## src/rtl/ffs_map.vh

```
// Register map, field positions, reset values and limits of the flat field set sequencer.
// Assumes plain Verilog-2005 includers; definitions only.
`ifndef FFS_MAP_VH
`define FFS_MAP_VH

`define FFS_OFF_CTRL      12'h000
`define FFS_OFF_COUNT     12'h004
`define FFS_OFF_BIND      12'h008
`define FFS_OFF_CMD       12'h00C
`define FFS_OFF_STATUS    12'h010
`define FFS_OFF_AREA_SEL  12'h014

`define FFS_CTRL_EN_BIT   0
`define FFS_CMD_RESET_BIT 0
`define FFS_CMD_CLEAR_BIT 1
`define FFS_BIND_SET_LSB  8
`define FFS_BIND_SET_MSB  12
`define FFS_BIND_AREA_LSB 0
`define FFS_BIND_AREA_MSB 3

`define FFS_NUM_SETS      30
`define FFS_NUM_AREAS     10
`define FFS_SET_W         5
`define FFS_AREA_W        4
`define FFS_COUNT_RST     5'h01
`define FFS_COUNT_MAX     5'h1E
`define FFS_AREA_MAX      4'h9
`define FFS_SET_MAX       5'h1D

`endif

```

## src/rtl/ffs_sequencer.v

```verilog
// Flat field set sequencer: APB register slave, set table and per-frame set stepping.
// Assumes frame request comes from a pin domain; APB and the datapath run on i_clk.
//
// Chosen here: the register offsets and the APB interface to the registers.
`timescale 1ns/1ps
`include "ffs_map.vh"

// Summary of operation
// RULE1: While enabled, each acquired frame gets the next set in order.
// RULE2: Sets are indexed 0 to 29, so at most thirty sets exist.
// RULE3: A set carries only the choice of flat field area, nothing else.
// RULE4: The mode control takes 0 for off and 1 for on.
// RULE5: The set count holds how many sets are cycled, accepting 1 to 30.
// RULE6: The bind command names a set from 0 to 29 and an area from 0 to 9.
// RULE7: The reset command returns the set pointer to index 0.
// RULE8: The clear command erases the area chosen by the area selector.
// RULE9: The host must enable flat field correction before relying on the sequencer.
// RULE10: The host should configure count and bindings while the sequencer is off.
// RULE11: Ten flat field areas exist, chosen among by the area selector.
// RULE12: Changes take effect at the rising edge of the frame request.
// RULE13: After set count minus one, the pointer wraps to 0.
module ffs_sequencer
(
	input  wire        i_clk,
	input  wire        i_sys_rst,
	input  wire        i_ce,
	input  wire        i_psel,
	input  wire        i_penable,
	input  wire        i_pwrite,
	input  wire [11:0] i_paddr,
	input  wire [31:0] i_pwdata,
	output wire        o_pready,
	output wire        o_pslverr,
	output reg  [31:0] o_prdata,
	input  wire        i_frame_req,
	input  wire        i_ffc_en,
	output reg  [3:0]  o_ffc_area,
	output reg         o_area_clear,
	output reg  [3:0]  o_clear_area
);
	reg  [`FFS_AREA_W-1:0] table_area [0:`FFS_NUM_SETS-1];
	reg                    enable;
	reg  [`FFS_SET_W-1:0]  set_count;
	reg  [`FFS_SET_W-1:0]  set_ptr;
	reg  [`FFS_AREA_W-1:0] area_sel;
	reg                    reset_pend;
	reg                    frame_d;
	reg                    param_err;
	reg  [`FFS_SET_W-1:0]  cur_set;
	reg  [`FFS_SET_W-1:0]  next_set_ptr;
	reg  [`FFS_AREA_W-1:0] next_ffc_area;
	reg  [31:0]            next_prdata;
	wire                   frame_lvl;
	wire                   frame_rise;
	wire                   acc;
	wire                   wr;
	wire                   rd_setup;
	wire                   reset_cmd;
	wire                   clear_cmd;
	wire                   count_ok;
	wire                   bind_ok;
	wire                   area_ok;
	wire [`FFS_SET_W-1:0]  w_set;
	wire [`FFS_AREA_W-1:0] w_area;
	wire [`FFS_SET_W-1:0]  w_cnt;
	wire                   mapped;

	ffs_sync3 u_sync
	(
		.i_clk     (i_clk),
		.i_sys_rst (i_sys_rst),
		.i_ce      (i_ce),
		.i_async   (i_frame_req),
		.o_level   (frame_lvl)
	);

	assign frame_rise = frame_lvl & ~frame_d; // RULE12
	assign acc        = i_psel & i_penable & i_ce;
	assign wr         = acc & i_pwrite;
	// Read data is loaded as the setup cycle ends, so it stands valid through the access cycle.
	assign rd_setup   = i_psel & ~i_penable & ~i_pwrite & i_ce;
	assign o_pready   = 1'b1;
	assign w_set      = i_pwdata[`FFS_BIND_SET_MSB:`FFS_BIND_SET_LSB];
	assign w_area     = i_pwdata[`FFS_BIND_AREA_MSB:`FFS_BIND_AREA_LSB];
	assign w_cnt      = i_pwdata[`FFS_SET_W-1:0];
	assign count_ok   = (w_cnt >= 5'h01) && (w_cnt <= `FFS_COUNT_MAX) &&
	                    (i_pwdata[31:`FFS_SET_W] == 27'h0000000); // RULE5
	assign bind_ok    = (w_set <= `FFS_SET_MAX) && (w_area <= `FFS_AREA_MAX); // RULE2 RULE6
	assign area_ok    = (w_area <= `FFS_AREA_MAX); // RULE11
	assign reset_cmd  = wr & (i_paddr == `FFS_OFF_CMD) & i_pwdata[`FFS_CMD_RESET_BIT];
	assign clear_cmd  = wr & (i_paddr == `FFS_OFF_CMD) & i_pwdata[`FFS_CMD_CLEAR_BIT];
	assign mapped     = (i_paddr == `FFS_OFF_CTRL) || (i_paddr == `FFS_OFF_COUNT) ||
	                    (i_paddr == `FFS_OFF_BIND) || (i_paddr == `FFS_OFF_CMD) ||
	                    (i_paddr == `FFS_OFF_STATUS) || (i_paddr == `FFS_OFF_AREA_SEL);
	assign o_pslverr  = i_psel & i_penable & ~mapped;

	// Table storage: only an area index per set, no other imaging parameter.
	always @(posedge i_clk)
	begin
		if (wr && (i_paddr == `FFS_OFF_BIND) && bind_ok) // RULE6 RULE3
			table_area[w_set] <= w_area;
	end

	// A pending pointer reset makes this frame use set 0, so set 0 is applied once and not twice.
	always @*
	begin
		cur_set       = reset_pend ? {`FFS_SET_W{1'b0}} : set_ptr; // RULE7
		next_set_ptr  = set_ptr;
		next_ffc_area = o_ffc_area;
		if (frame_rise)
		begin
			if (enable)
			begin
				next_ffc_area = table_area[cur_set]; // RULE1
				if (cur_set >= set_count - 5'h01)
					next_set_ptr = {`FFS_SET_W{1'b0}}; // RULE13
				else
					next_set_ptr = cur_set + 5'h01;
			end
			else
			begin
				next_ffc_area = area_sel;
				next_set_ptr  = cur_set;
			end
		end
	end

	always @*
	begin
		case (i_paddr)
			`FFS_OFF_CTRL:     next_prdata = {31'h00000000, enable};
			`FFS_OFF_COUNT:    next_prdata = {27'h0000000, set_count};
			`FFS_OFF_AREA_SEL: next_prdata = {28'h0000000, area_sel};
			`FFS_OFF_STATUS:   next_prdata = {19'h00000, set_ptr, o_ffc_area, 1'b0, param_err, reset_pend,
			                                  i_ffc_en};
			default:           next_prdata = 32'h00000000;
		endcase
	end

	always @(posedge i_clk or posedge i_sys_rst)
	begin
		if (i_sys_rst)
		begin
			enable    <= 1'b0;
			set_count <= `FFS_COUNT_RST;
			area_sel  <= {`FFS_AREA_W{1'b0}};
			param_err <= 1'b0;
		end
		else if (wr)
		begin
			case (i_paddr)
				`FFS_OFF_CTRL:
					enable <= i_pwdata[`FFS_CTRL_EN_BIT]; // RULE4
				`FFS_OFF_COUNT:
				begin
					if (count_ok)
						set_count <= w_cnt; // RULE5
					else
						param_err <= 1'b1;
				end
				`FFS_OFF_BIND:
				begin
					if (!bind_ok)
						param_err <= 1'b1; // RULE2
				end
				`FFS_OFF_AREA_SEL:
				begin
					if (area_ok)
						area_sel <= w_area; // RULE11
					else
						param_err <= 1'b1;
				end
				`FFS_OFF_STATUS:
				begin
					if (i_pwdata[2])
						param_err <= 1'b0;
				end
				default:
					param_err <= param_err;
			endcase
		end
	end

	// Settings only move at the frame request edge so a frame never sees a half change.
	always @(posedge i_clk or posedge i_sys_rst)
	begin
		if (i_sys_rst)
		begin
			frame_d    <= 1'b0;
			set_ptr    <= {`FFS_SET_W{1'b0}};
			reset_pend <= 1'b0;
			o_ffc_area <= 4'h0;
		end
		else if (i_ce)
		begin
			frame_d    <= frame_lvl;
			set_ptr    <= next_set_ptr;
			o_ffc_area <= next_ffc_area;
			// A reset command that meets the frame edge stays pending, so it is never lost.
			if (reset_cmd)
				reset_pend <= 1'b1;
			else if (frame_rise)
				reset_pend <= 1'b0; // RULE7
		end
	end

	always @(posedge i_clk or posedge i_sys_rst)
	begin
		if (i_sys_rst)
		begin
			o_area_clear <= 1'b0;
			o_clear_area <= 4'h0;
			o_prdata     <= 32'h00000000;
		end
		else if (i_ce)
		begin
			o_area_clear <= clear_cmd; // RULE8
			if (clear_cmd)
				o_clear_area <= area_sel;
			if (rd_setup)
				o_prdata <= next_prdata;
		end
	end
endmodule // ffs_sequencer

```

## src/rtl/ffs_sync3.v

```verilog
// Three-stage synchroniser with agreement filter for an asynchronous level.
// Assumes the input may change at any time relative to i_clk.
`timescale 1ns/1ps
module ffs_sync3
(
	input  wire i_clk,
	input  wire i_sys_rst,
	input  wire i_ce,
	input  wire i_async,
	output reg  o_level
);
	reg s1;
	reg s2;
	reg s3;

	// The first stage feeds only the second, keeping metastability away from the filter.
	always @(posedge i_clk or posedge i_sys_rst)
	begin
		if (i_sys_rst)
		begin
			s1      <= 1'b0;
			s2      <= 1'b0;
			s3      <= 1'b0;
			o_level <= 1'b0;
		end
		else if (i_ce)
		begin
			s1 <= i_async;
			s2 <= s1;
			s3 <= s2;
			if (s2 == s3)
				o_level <= s3;
		end
	end
endmodule // ffs_sync3

```

## config.mk

```make
export PLATFORM = sky130hd
export DESIGN_NAME = ffs_sequencer
export DESIGN_NICKNAME = d
export VERILOG_FILES = /design/src/rtl/ffs_sequencer.v /design/src/rtl/ffs_sync3.v
export VERILOG_INCLUDE_DIRS = /design/src /design/src/rtl
export SDC_FILE = /design/constraint.sdc
export NUM_CORES = 1
export LEC_CHECK = 0
export BUFFER_PORTS_ARGS = -buffer_cell sky130_fd_sc_hd__clkbuf_2
export CORE_ASPECT_RATIO = 0.6
export CORE_UTILIZATION = 35
export CTS_CLUSTER_DIAMETER = 150
export DETAILED_ROUTE_END_ITERATION = 16
export GPL_TIMING_DRIVEN = 0
export PLACE_DENSITY = 0.56
export REMOVE_ABC_BUFFERS = 1
export SETUP_SLACK_MARGIN = 0.02
export SYNTH_ARGS = -nofsm -noshare
export SYNTH_HDL_FRONTEND = slang
export SYNTH_SLANG_ARGS = --single-unit
```

## constraint.sdc

```tcl
create_clock -name i_clk -period 2.46 [get_ports i_clk]
set_input_delay 0.492 -clock i_clk [delete_from_list [all_inputs] [get_ports i_clk]]
set_output_delay 0.492 -clock i_clk [all_outputs]
set_load 0.03 [all_outputs]
```

==> results of run 1 <==
## worst max path at each step
| stage | end | slack (ns) | depth (start not counted) |
|---|---|---|---|
| after floorplan | set_ptr[4]$_DFFE_PP0P_ | -0.87 | 8 |
| after global placement | set_ptr[4]$_DFFE_PP0P_ | -1.96 | 8 |
| after detailed placement | table_area[19][1]$_DFFE_PP_ | -1.00 | 7 |
| after CTS | table_area[25][3]$_DFFE_PP_ | -0.02 | 7 |
| after global routing | table_area[24][0]$_DFFE_PP_ | -0.04 | 7 |
| final | table_area[18][2]$_DFFE_PP_ | 0.08 | 7 |
## metal layers
| metal | track usage | vias to the layer above | wire [um] |
|---|---|---|---|
| li1 | - | 2269 | - |
| met1 | 0.277 | 2528 | 9430 |
| met2 | 0.223 | 231 | 7430 |
| met3 | 0.0592 | 15 | 1640 |
| met4 | 0.0389 | 0 | 152 |
| met5 | 0 | - | 0 |
## cells in the mapped netlist (all sizes together) (4+ instances only)
cell / count
nand2: 47
nand2b: 8
a221oi: 12
nand4: 6
a22o: 10
nor2b: 8
nand3: 10
clkbuf: 11
nor2: 60
inv: 14
or2: 8
buf: 35
a211oi: 7
edfxtp: 120
o21ai: 18
xnor2: 4
a21oi: 19
mux4: 10
a31oi: 7
mux2i: 22
mux2: 23
nor4: 8
ha: 7
nor3: 11
a22oi: 6
dfrtp: 43
## where the power goes
part / switching, mW / leakage [nW] / internal, mW
clock: 1.13 / 0.277 / 1.36
sequential: 0.0389 / 1.66 / 3.01
combinational: 0.269 / 1.23 / 0.0998
total: 1.44 / 3.16 / 4.48
## cell type report
type                            count  area [sq um]  area share
Timing Repair Buffer               79           428      0.0492
Clock inverter                     13          95.1      0.0109
Clock buffer                       19           454      0.0523
Tap cell                          279           349      0.0402
Inverter                           14          60.1     0.00691
Multi-Input combinational cell    368          2590       0.298
Sequential cell                   164          4720       0.543
## worst max-delay path, cell delays in order
cell      delay [ns]
clkbuf_2        0.10
nor4_4          0.42
nand3b_1        0.20
nor3_2          0.27
nor3b_4         0.37
nand2_1         0.31
nor2_2          0.33
## what timing repair did
| action | in CTS | in global routing |
|---|---|---|
| buffers inserted | 1 | 3 |
| setup endpoints to repair | 129 | 125 |
| resized for setup | 19 | 16 |
| pin swaps | 0 | 0 |
## through the flow
| step | cell area (sq um) | instances |
|---|---|---|
| final | 8690 | 936 |
| after floorplan | 7280 | 546 |
| after global routing | 8690 | 936 |
| after detailed placement | 8020 | 900 |
| after global placement | 8000 | 899 |
| after CTS | 8620 | 933 |
## kinds of logic after synthesis
group                      after synthesis  share of synthesized area
DFF                                    164                      0.628
buffers and inverters                   60                     0.0444
xor gates and xnor gates                 4                    0.00468
and+or+nand+nor                        182                      0.124
adders and majority gates                7                     0.0117
other                                    2                    0.00100
AOI/OAI and AO/OA                      100                     0.0922
muxes                                   55                     0.0941
## state kept, by name (all words and copies together), names as in the netlist
register / count
set_ptr: 5
u_sync.s2: 1
u_sync.s1: 1
enable: 1
set_count: 5
table_area: 120
u_sync.s3: 1
o_clear_area: 4
o_prdata: 13
param_err: 1
o_ffc_area: 4
o_area_clear: 1
reset_pend: 1
u_sync.o_level: 1
area_sel: 4
frame_d: 1
==> results.tsv, run 1 <==
metric	value	unit
TritonCTS clock tree	yes	
post-synth top area share	0.481	
fraction of layout instances using a drive strength above 1	0.280	
width of the die	191	um
run status	finished, final reports clean	
post-DP HPWL	13.0	mm
worst r2r dst	set_ptr[4]$_DFFE_PP0P_	
die footprint	0.0220	sq mm
share of the cycle needed by the critical path after routing	0.969	
critical path class	input port to register	
WL/cell	19.9	um
cell types with the largest area share after synthesis	edfxtp_1 48%, dfrtp_1 14%, mux2_2 3.2%	
number of nets with antenna violations after detailed routing	0	
via count of the first global-routing pass	4650	
Port Buffers	74	
Area growth syn-to-layout	16.0	%
slack of the worst reg-to-reg path	0.13	ns
kind of path behind the tightest hold check	input port to asynchronous set/reset pin	
vias per std cell	5.39	
most common cell after layout, fill and taps aside	edfxtp_1	
Worst Setup SP	i_paddr[10]	
fin nets	703	
count of mapped cells out of synthesis	574	
setup tns final	0	ns
Static Leak	3.16	nW
Unique masters post-synth	62	
starting utilization of the core area	0.357	
Crit path arrival time	2.49	ns
reg-to-reg startpoint	reset_pend$_DFFE_PP0P_	
Filler Cell Count	1946	
biggest area consumer among synthesized cells	edfxtp_1	
warning count from the yosys run	0	
Max Transition Viols Final	0	
largest net degree at the start of global routing	45	
share of synthesized flip-flops with an asynchronous set or reset	0.268	
maximum fanout count along the critical path	4	
power density over the cells	680	mW/mm^2
Achievable Freq	420	MHz
part of the Yosys area used for sequential elements	0.628	
insertion delay of the later-clocked pin in the worst-skew pair	0.44	ns
commonest cells after routing, fill and taps aside	120 x edfxtp_1, 71 x clkbuf_2, 45 x nor2_1, 45 x nand2_1, 39 x dfrtp_1	
end-of-flow core utilization	0.414	
per-instance average area after synthesis	13.0	sq um
Netlist Area Pre-Place	0.00749	sq mm
root buf cell	clkbuf_16	
Worst Hold Margin	0.232	ns
final weighted congestion in routability-driven placement	0.827	
routed via count	5043	
Worst setup SP type	input port	
endpoint type of the worst setup path	register	
gr ovfl total	0	
maximum count of clock buffers along a single path	2	
clock sink count	164	
total setup violations reported at the end of the flow	0	
Clock Skews	0.0107	ns
clock input transition at the sequential cells of the worst setup and hold paths	0.07	ns
Chip Height	115	um
Final Hold Fails	0	
Placement Setup Slack	-1.00	ns
Num CTS Buffers	17	
worst slew margin relative to its limit	0.397	
main flop type after synthesis	edfxtp_1	
Worst Path Required	2.57	ns
first-pass GRT wire length	28.0	mm
# DRC	0	
DRT Pass-1 Iters	5	
final critical-path required period	2.38	ns
number of antenna diodes	0	
setup repair after global routing missed its margin	true	
post-synthesis sequential element count	164	
maximum VDD drop	551	uV
Pwr Total	5.91	mW
max capacitance violation total	0	
EDFF count, synth	120	
total core area	0.0210	sq mm
global router's overall resource usage	0.175	
transition at the pin with the smallest max-transition slack	0.903	ns
number of antenna violations at the first check in global routing	0	
FF-to-FF path depth	8	
H-tree depth	4	
Hold-fix buffers, CTS	0	
Placement Rows	41	
DRC violation total after the first TritonRoute iteration	467	
aggregate routed wire length	18.7	mm
Final WS setup	0.0763	ns
number of placed I/O pins	95	
No activity file was read; power rests on OpenSTA's default activity.
==> run 2, diff against run 1 <==
--- a/config.mk
+++ b/config.mk
@@ -6,13 +6,14 @@
 export SDC_FILE = /design/constraint.sdc
 export NUM_CORES = 1
 export LEC_CHECK = 0
-export BUFFER_PORTS_ARGS = -buffer_cell sky130_fd_sc_hd__clkbuf_2
+export CAP_MARGIN = 5
 export CORE_ASPECT_RATIO = 0.6
 export CORE_UTILIZATION = 35
 export CTS_CLUSTER_DIAMETER = 150
 export DETAILED_ROUTE_END_ITERATION = 16
+export DONT_BUFFER_PORTS = 1
 export GPL_TIMING_DRIVEN = 0
-export PLACE_DENSITY = 0.56
+export PLACE_DENSITY = 0.52
 export REMOVE_ABC_BUFFERS = 1
 export SETUP_SLACK_MARGIN = 0.02
 export SYNTH_ARGS = -nofsm -noshare
==> results.tsv, run 2 (synthesized netlist as in run 1, its figures left out) <==
metric	value	unit	change
Port Buffers	0		-100%
insertion delay of the later-clocked pin in the worst-skew pair	0.42	ns	-0.02 ns
Clock Skews	0.0120	ns	+0.00128 ns
switching component of the power	1.40	mW	-2.2%
vias per std cell	5.43		+0.85%
via count of the first global-routing pass	4381		-5.8%
final weighted congestion in routability-driven placement	0.823		-0.45%
first-pass GRT wire length	27.3	mm	-2.4%
largest net degree at the start of global routing	45		unchanged
Filler Cell Count	1967		+1.1%
fraction of layout instances using a drive strength above 1	0.179		-0.101
global router's overall resource usage	0.172		-0.00274
flip-flop count of the largest register after layout	120		unchanged
commonest cells after routing, fill and taps aside	120 x edfxtp_1, 51 x nor2_1, 45 x nand2_1		
Static Leak	2.84	nW	-10%
critical path class	register to register		
Area after DPL	0.00765	sq mm	-4.6%
total setup violations reported at the end of the flow	0		unchanged
maximum count of clock buffers along a single path	2		unchanged
share of the cycle needed by the critical path after routing	0.971		+0.00165
setup repair after global routing missed its margin	true		
Chip Height	115	um	unchanged
routed wire length on met3	1.41	mm	-14%
die footprint	0.0220	sq mm	unchanged
final non-filler cell total	860		-8.1%
H-tree depth	4		unchanged
routed via count	4673		-7.3%
number of antenna violations at the first check in global routing	0		unchanged
largest reg by FF count	table_area		
clock input transition at the sequential cells of the worst setup and hold paths	0.07	ns	about the same
reg-to-reg startpoint	set_count[0]$_DFFE_PP1P_		
end-of-flow core utilization	0.396		-0.0180
post-route cell area	0.00831	sq mm	-4.3%
clock sink count	164		unchanged
maximum fanout count along the critical path	4		unchanged
switching fraction of total power	0.238		-0.00513
uppermost metal layer occupied by signal nets	met4		
DRC violation total after the first TritonRoute iteration	477		+2.1%
endpoint type of the worst setup path	register		
maximum VDD drop	462	uV	-16%
TritonCTS clock tree	yes		
final critical-path required period	2.39	ns	+0.00407 ns
total core area	0.0210	sq mm	unchanged
Hold-fix buffers, CTS	0		unchanged
Worst setup SP type	register		
fin nets	627		-11%
aggregate routed wire length	18.5	mm	-1.0%
kind of path behind the tightest hold check	input port to asynchronous set/reset pin		
Worst Hold Margin	0.146	ns	-0.0865 ns
Worst Setup SP	set_count[0]$_DFFE_PP1P_		
power density over the cells	711	mW/mm^2	+4.4%
relative contribution of combinational cells to total power	0.032		-0.030
number of antenna diodes	0		unchanged
DRT Pass-1 Iters	7		+2
# DRC	0		unchanged
run status	finished, final reports clean		
Final Hold Fails	0		unchanged
Num CTS Buffers	17		unchanged
Placement Rows	41		unchanged
internal power	4.50	mW	+0.59%
post-DP HPWL	13.1	mm	+0.82%
Crit path arrival time	2.69	ns	+0.20 ns
width of the die	191	um	unchanged
number of placed I/O pins	95		unchanged
Area growth syn-to-layout	11.0	%	
Worst Path Required	2.77	ns	+0.20 ns
setup tns final	0	ns	unchanged
M1 wire length	9.78	mm	+3.6%
most common cell after layout, fill and taps aside	edfxtp_1		
starting utilization of the core area	0.357		unchanged
Achievable Freq	419	MHz	-0.17%
number of nets with antenna violations after detailed routing	0		unchanged
instance count after placement with tap cells included	826		-8.2%
worst slew margin relative to its limit	0.395		-0.00260
Flop pwr share	0.526		+0.010
gr ovfl total	0		unchanged
Regs by FF count	table_area x120, o_prdata x13		
detailed route wirelength on metal2	7.13	mm	-4.1%
Max Transition Viols Final	0		unchanged
root buf cell	clkbuf_16		
clock network fraction of design power	0.442		+0.021
transition at the pin with the smallest max-transition slack	0.906	ns	+0.00389 ns
WL/cell	21.5	um	+7.7%
max capacitance violation total	0		unchanged
## run 2: path summary, 6_finish.rpt
check / endpoint / slack (ns) / depth (start not counted)
max in group asynchronous: set_ptr[2]$_DFFE_PP0P_ / 1.65 / 1
max: set_ptr[2]$_DFFE_PP0P_ / 0.07 / 9
min reg2reg: u_sync.o_level$_DFFE_PP0P_ / 0.50 / 2
max reg2reg: set_ptr[2]$_DFFE_PP0P_ / 0.07 / 9
min: o_clear_area[2]$_DFFE_PP0P_ / 0.15 / 1
min in group i_clk: table_area[14][1]$_DFFE_PP_ / 0.16 / 0
## run 2: what timing repair did
action                                  in CTS  in global routing
gates cloned                                 0                  0
pin swaps                                    0                  3
resized for setup                           11                 16
endpoints found under the hold margin        0                  0
buffers inserted                             1                  1
endpoints found under the setup margin      17                 50
## run 2: final cells by class
cell class / instances / area, sq um / area share
clock buffers: 17 / 425 / 0.0512
clock inverters: 15 / 156 / 0.0188
inverters: 14 / 65.1 / 0.00783
multi-input cells: 368 / 2570 / 0.309
flip-flops and latches: 164 / 4720 / 0.567
well taps: 279 / 349 / 0.0420
repair buffers: 3 / 35.0 / 0.00421
## run 2: power groups by stage
stage | Combinational [mW] | Clock (mW) | Sequential (mW)
floorplan | 0.150 | 0 | 3.15
global placement | 0.182 | 0 | 3.16
finish | 0.187 | 2.61 | 3.11
detailed placement | 0.185 | 0 | 3.17
CTS | 0.186 | 2.66 | 3.11
global route | 0.204 | 2.76 | 3.12
## run 2: metal layers
layer,global-route usage,vias to the layer above
li1,-,2123
met1,0.282,2339
met2,0.220,199
met3,0.0406,12
met4,0.0427,0
met5,0,-
## run 2: worst max-delay path, cell delays in order (launching register included)
cell      delay (ns)
dfstp_2         0.56
inv_1           0.07
ha_1            0.22
nor3b_1         0.15
xnor2_1         0.31
ha_1            0.27
nand2_1         0.09
o211ai_1        0.31
a21oi_1         0.07
a211o_1         0.23
## run 2: through the flow
step / setup slack, ns / total power, mW
6_report: 0.0723 / 5.91
5_1_grt: -0.0132 / 6.08
4_1_cts: 0.00349 / 5.95
3_5_place_dp: -0.674 / 3.35
3_3_place_gp: -2.15 / 3.35
2_1_floorplan: -0.870 / 3.30
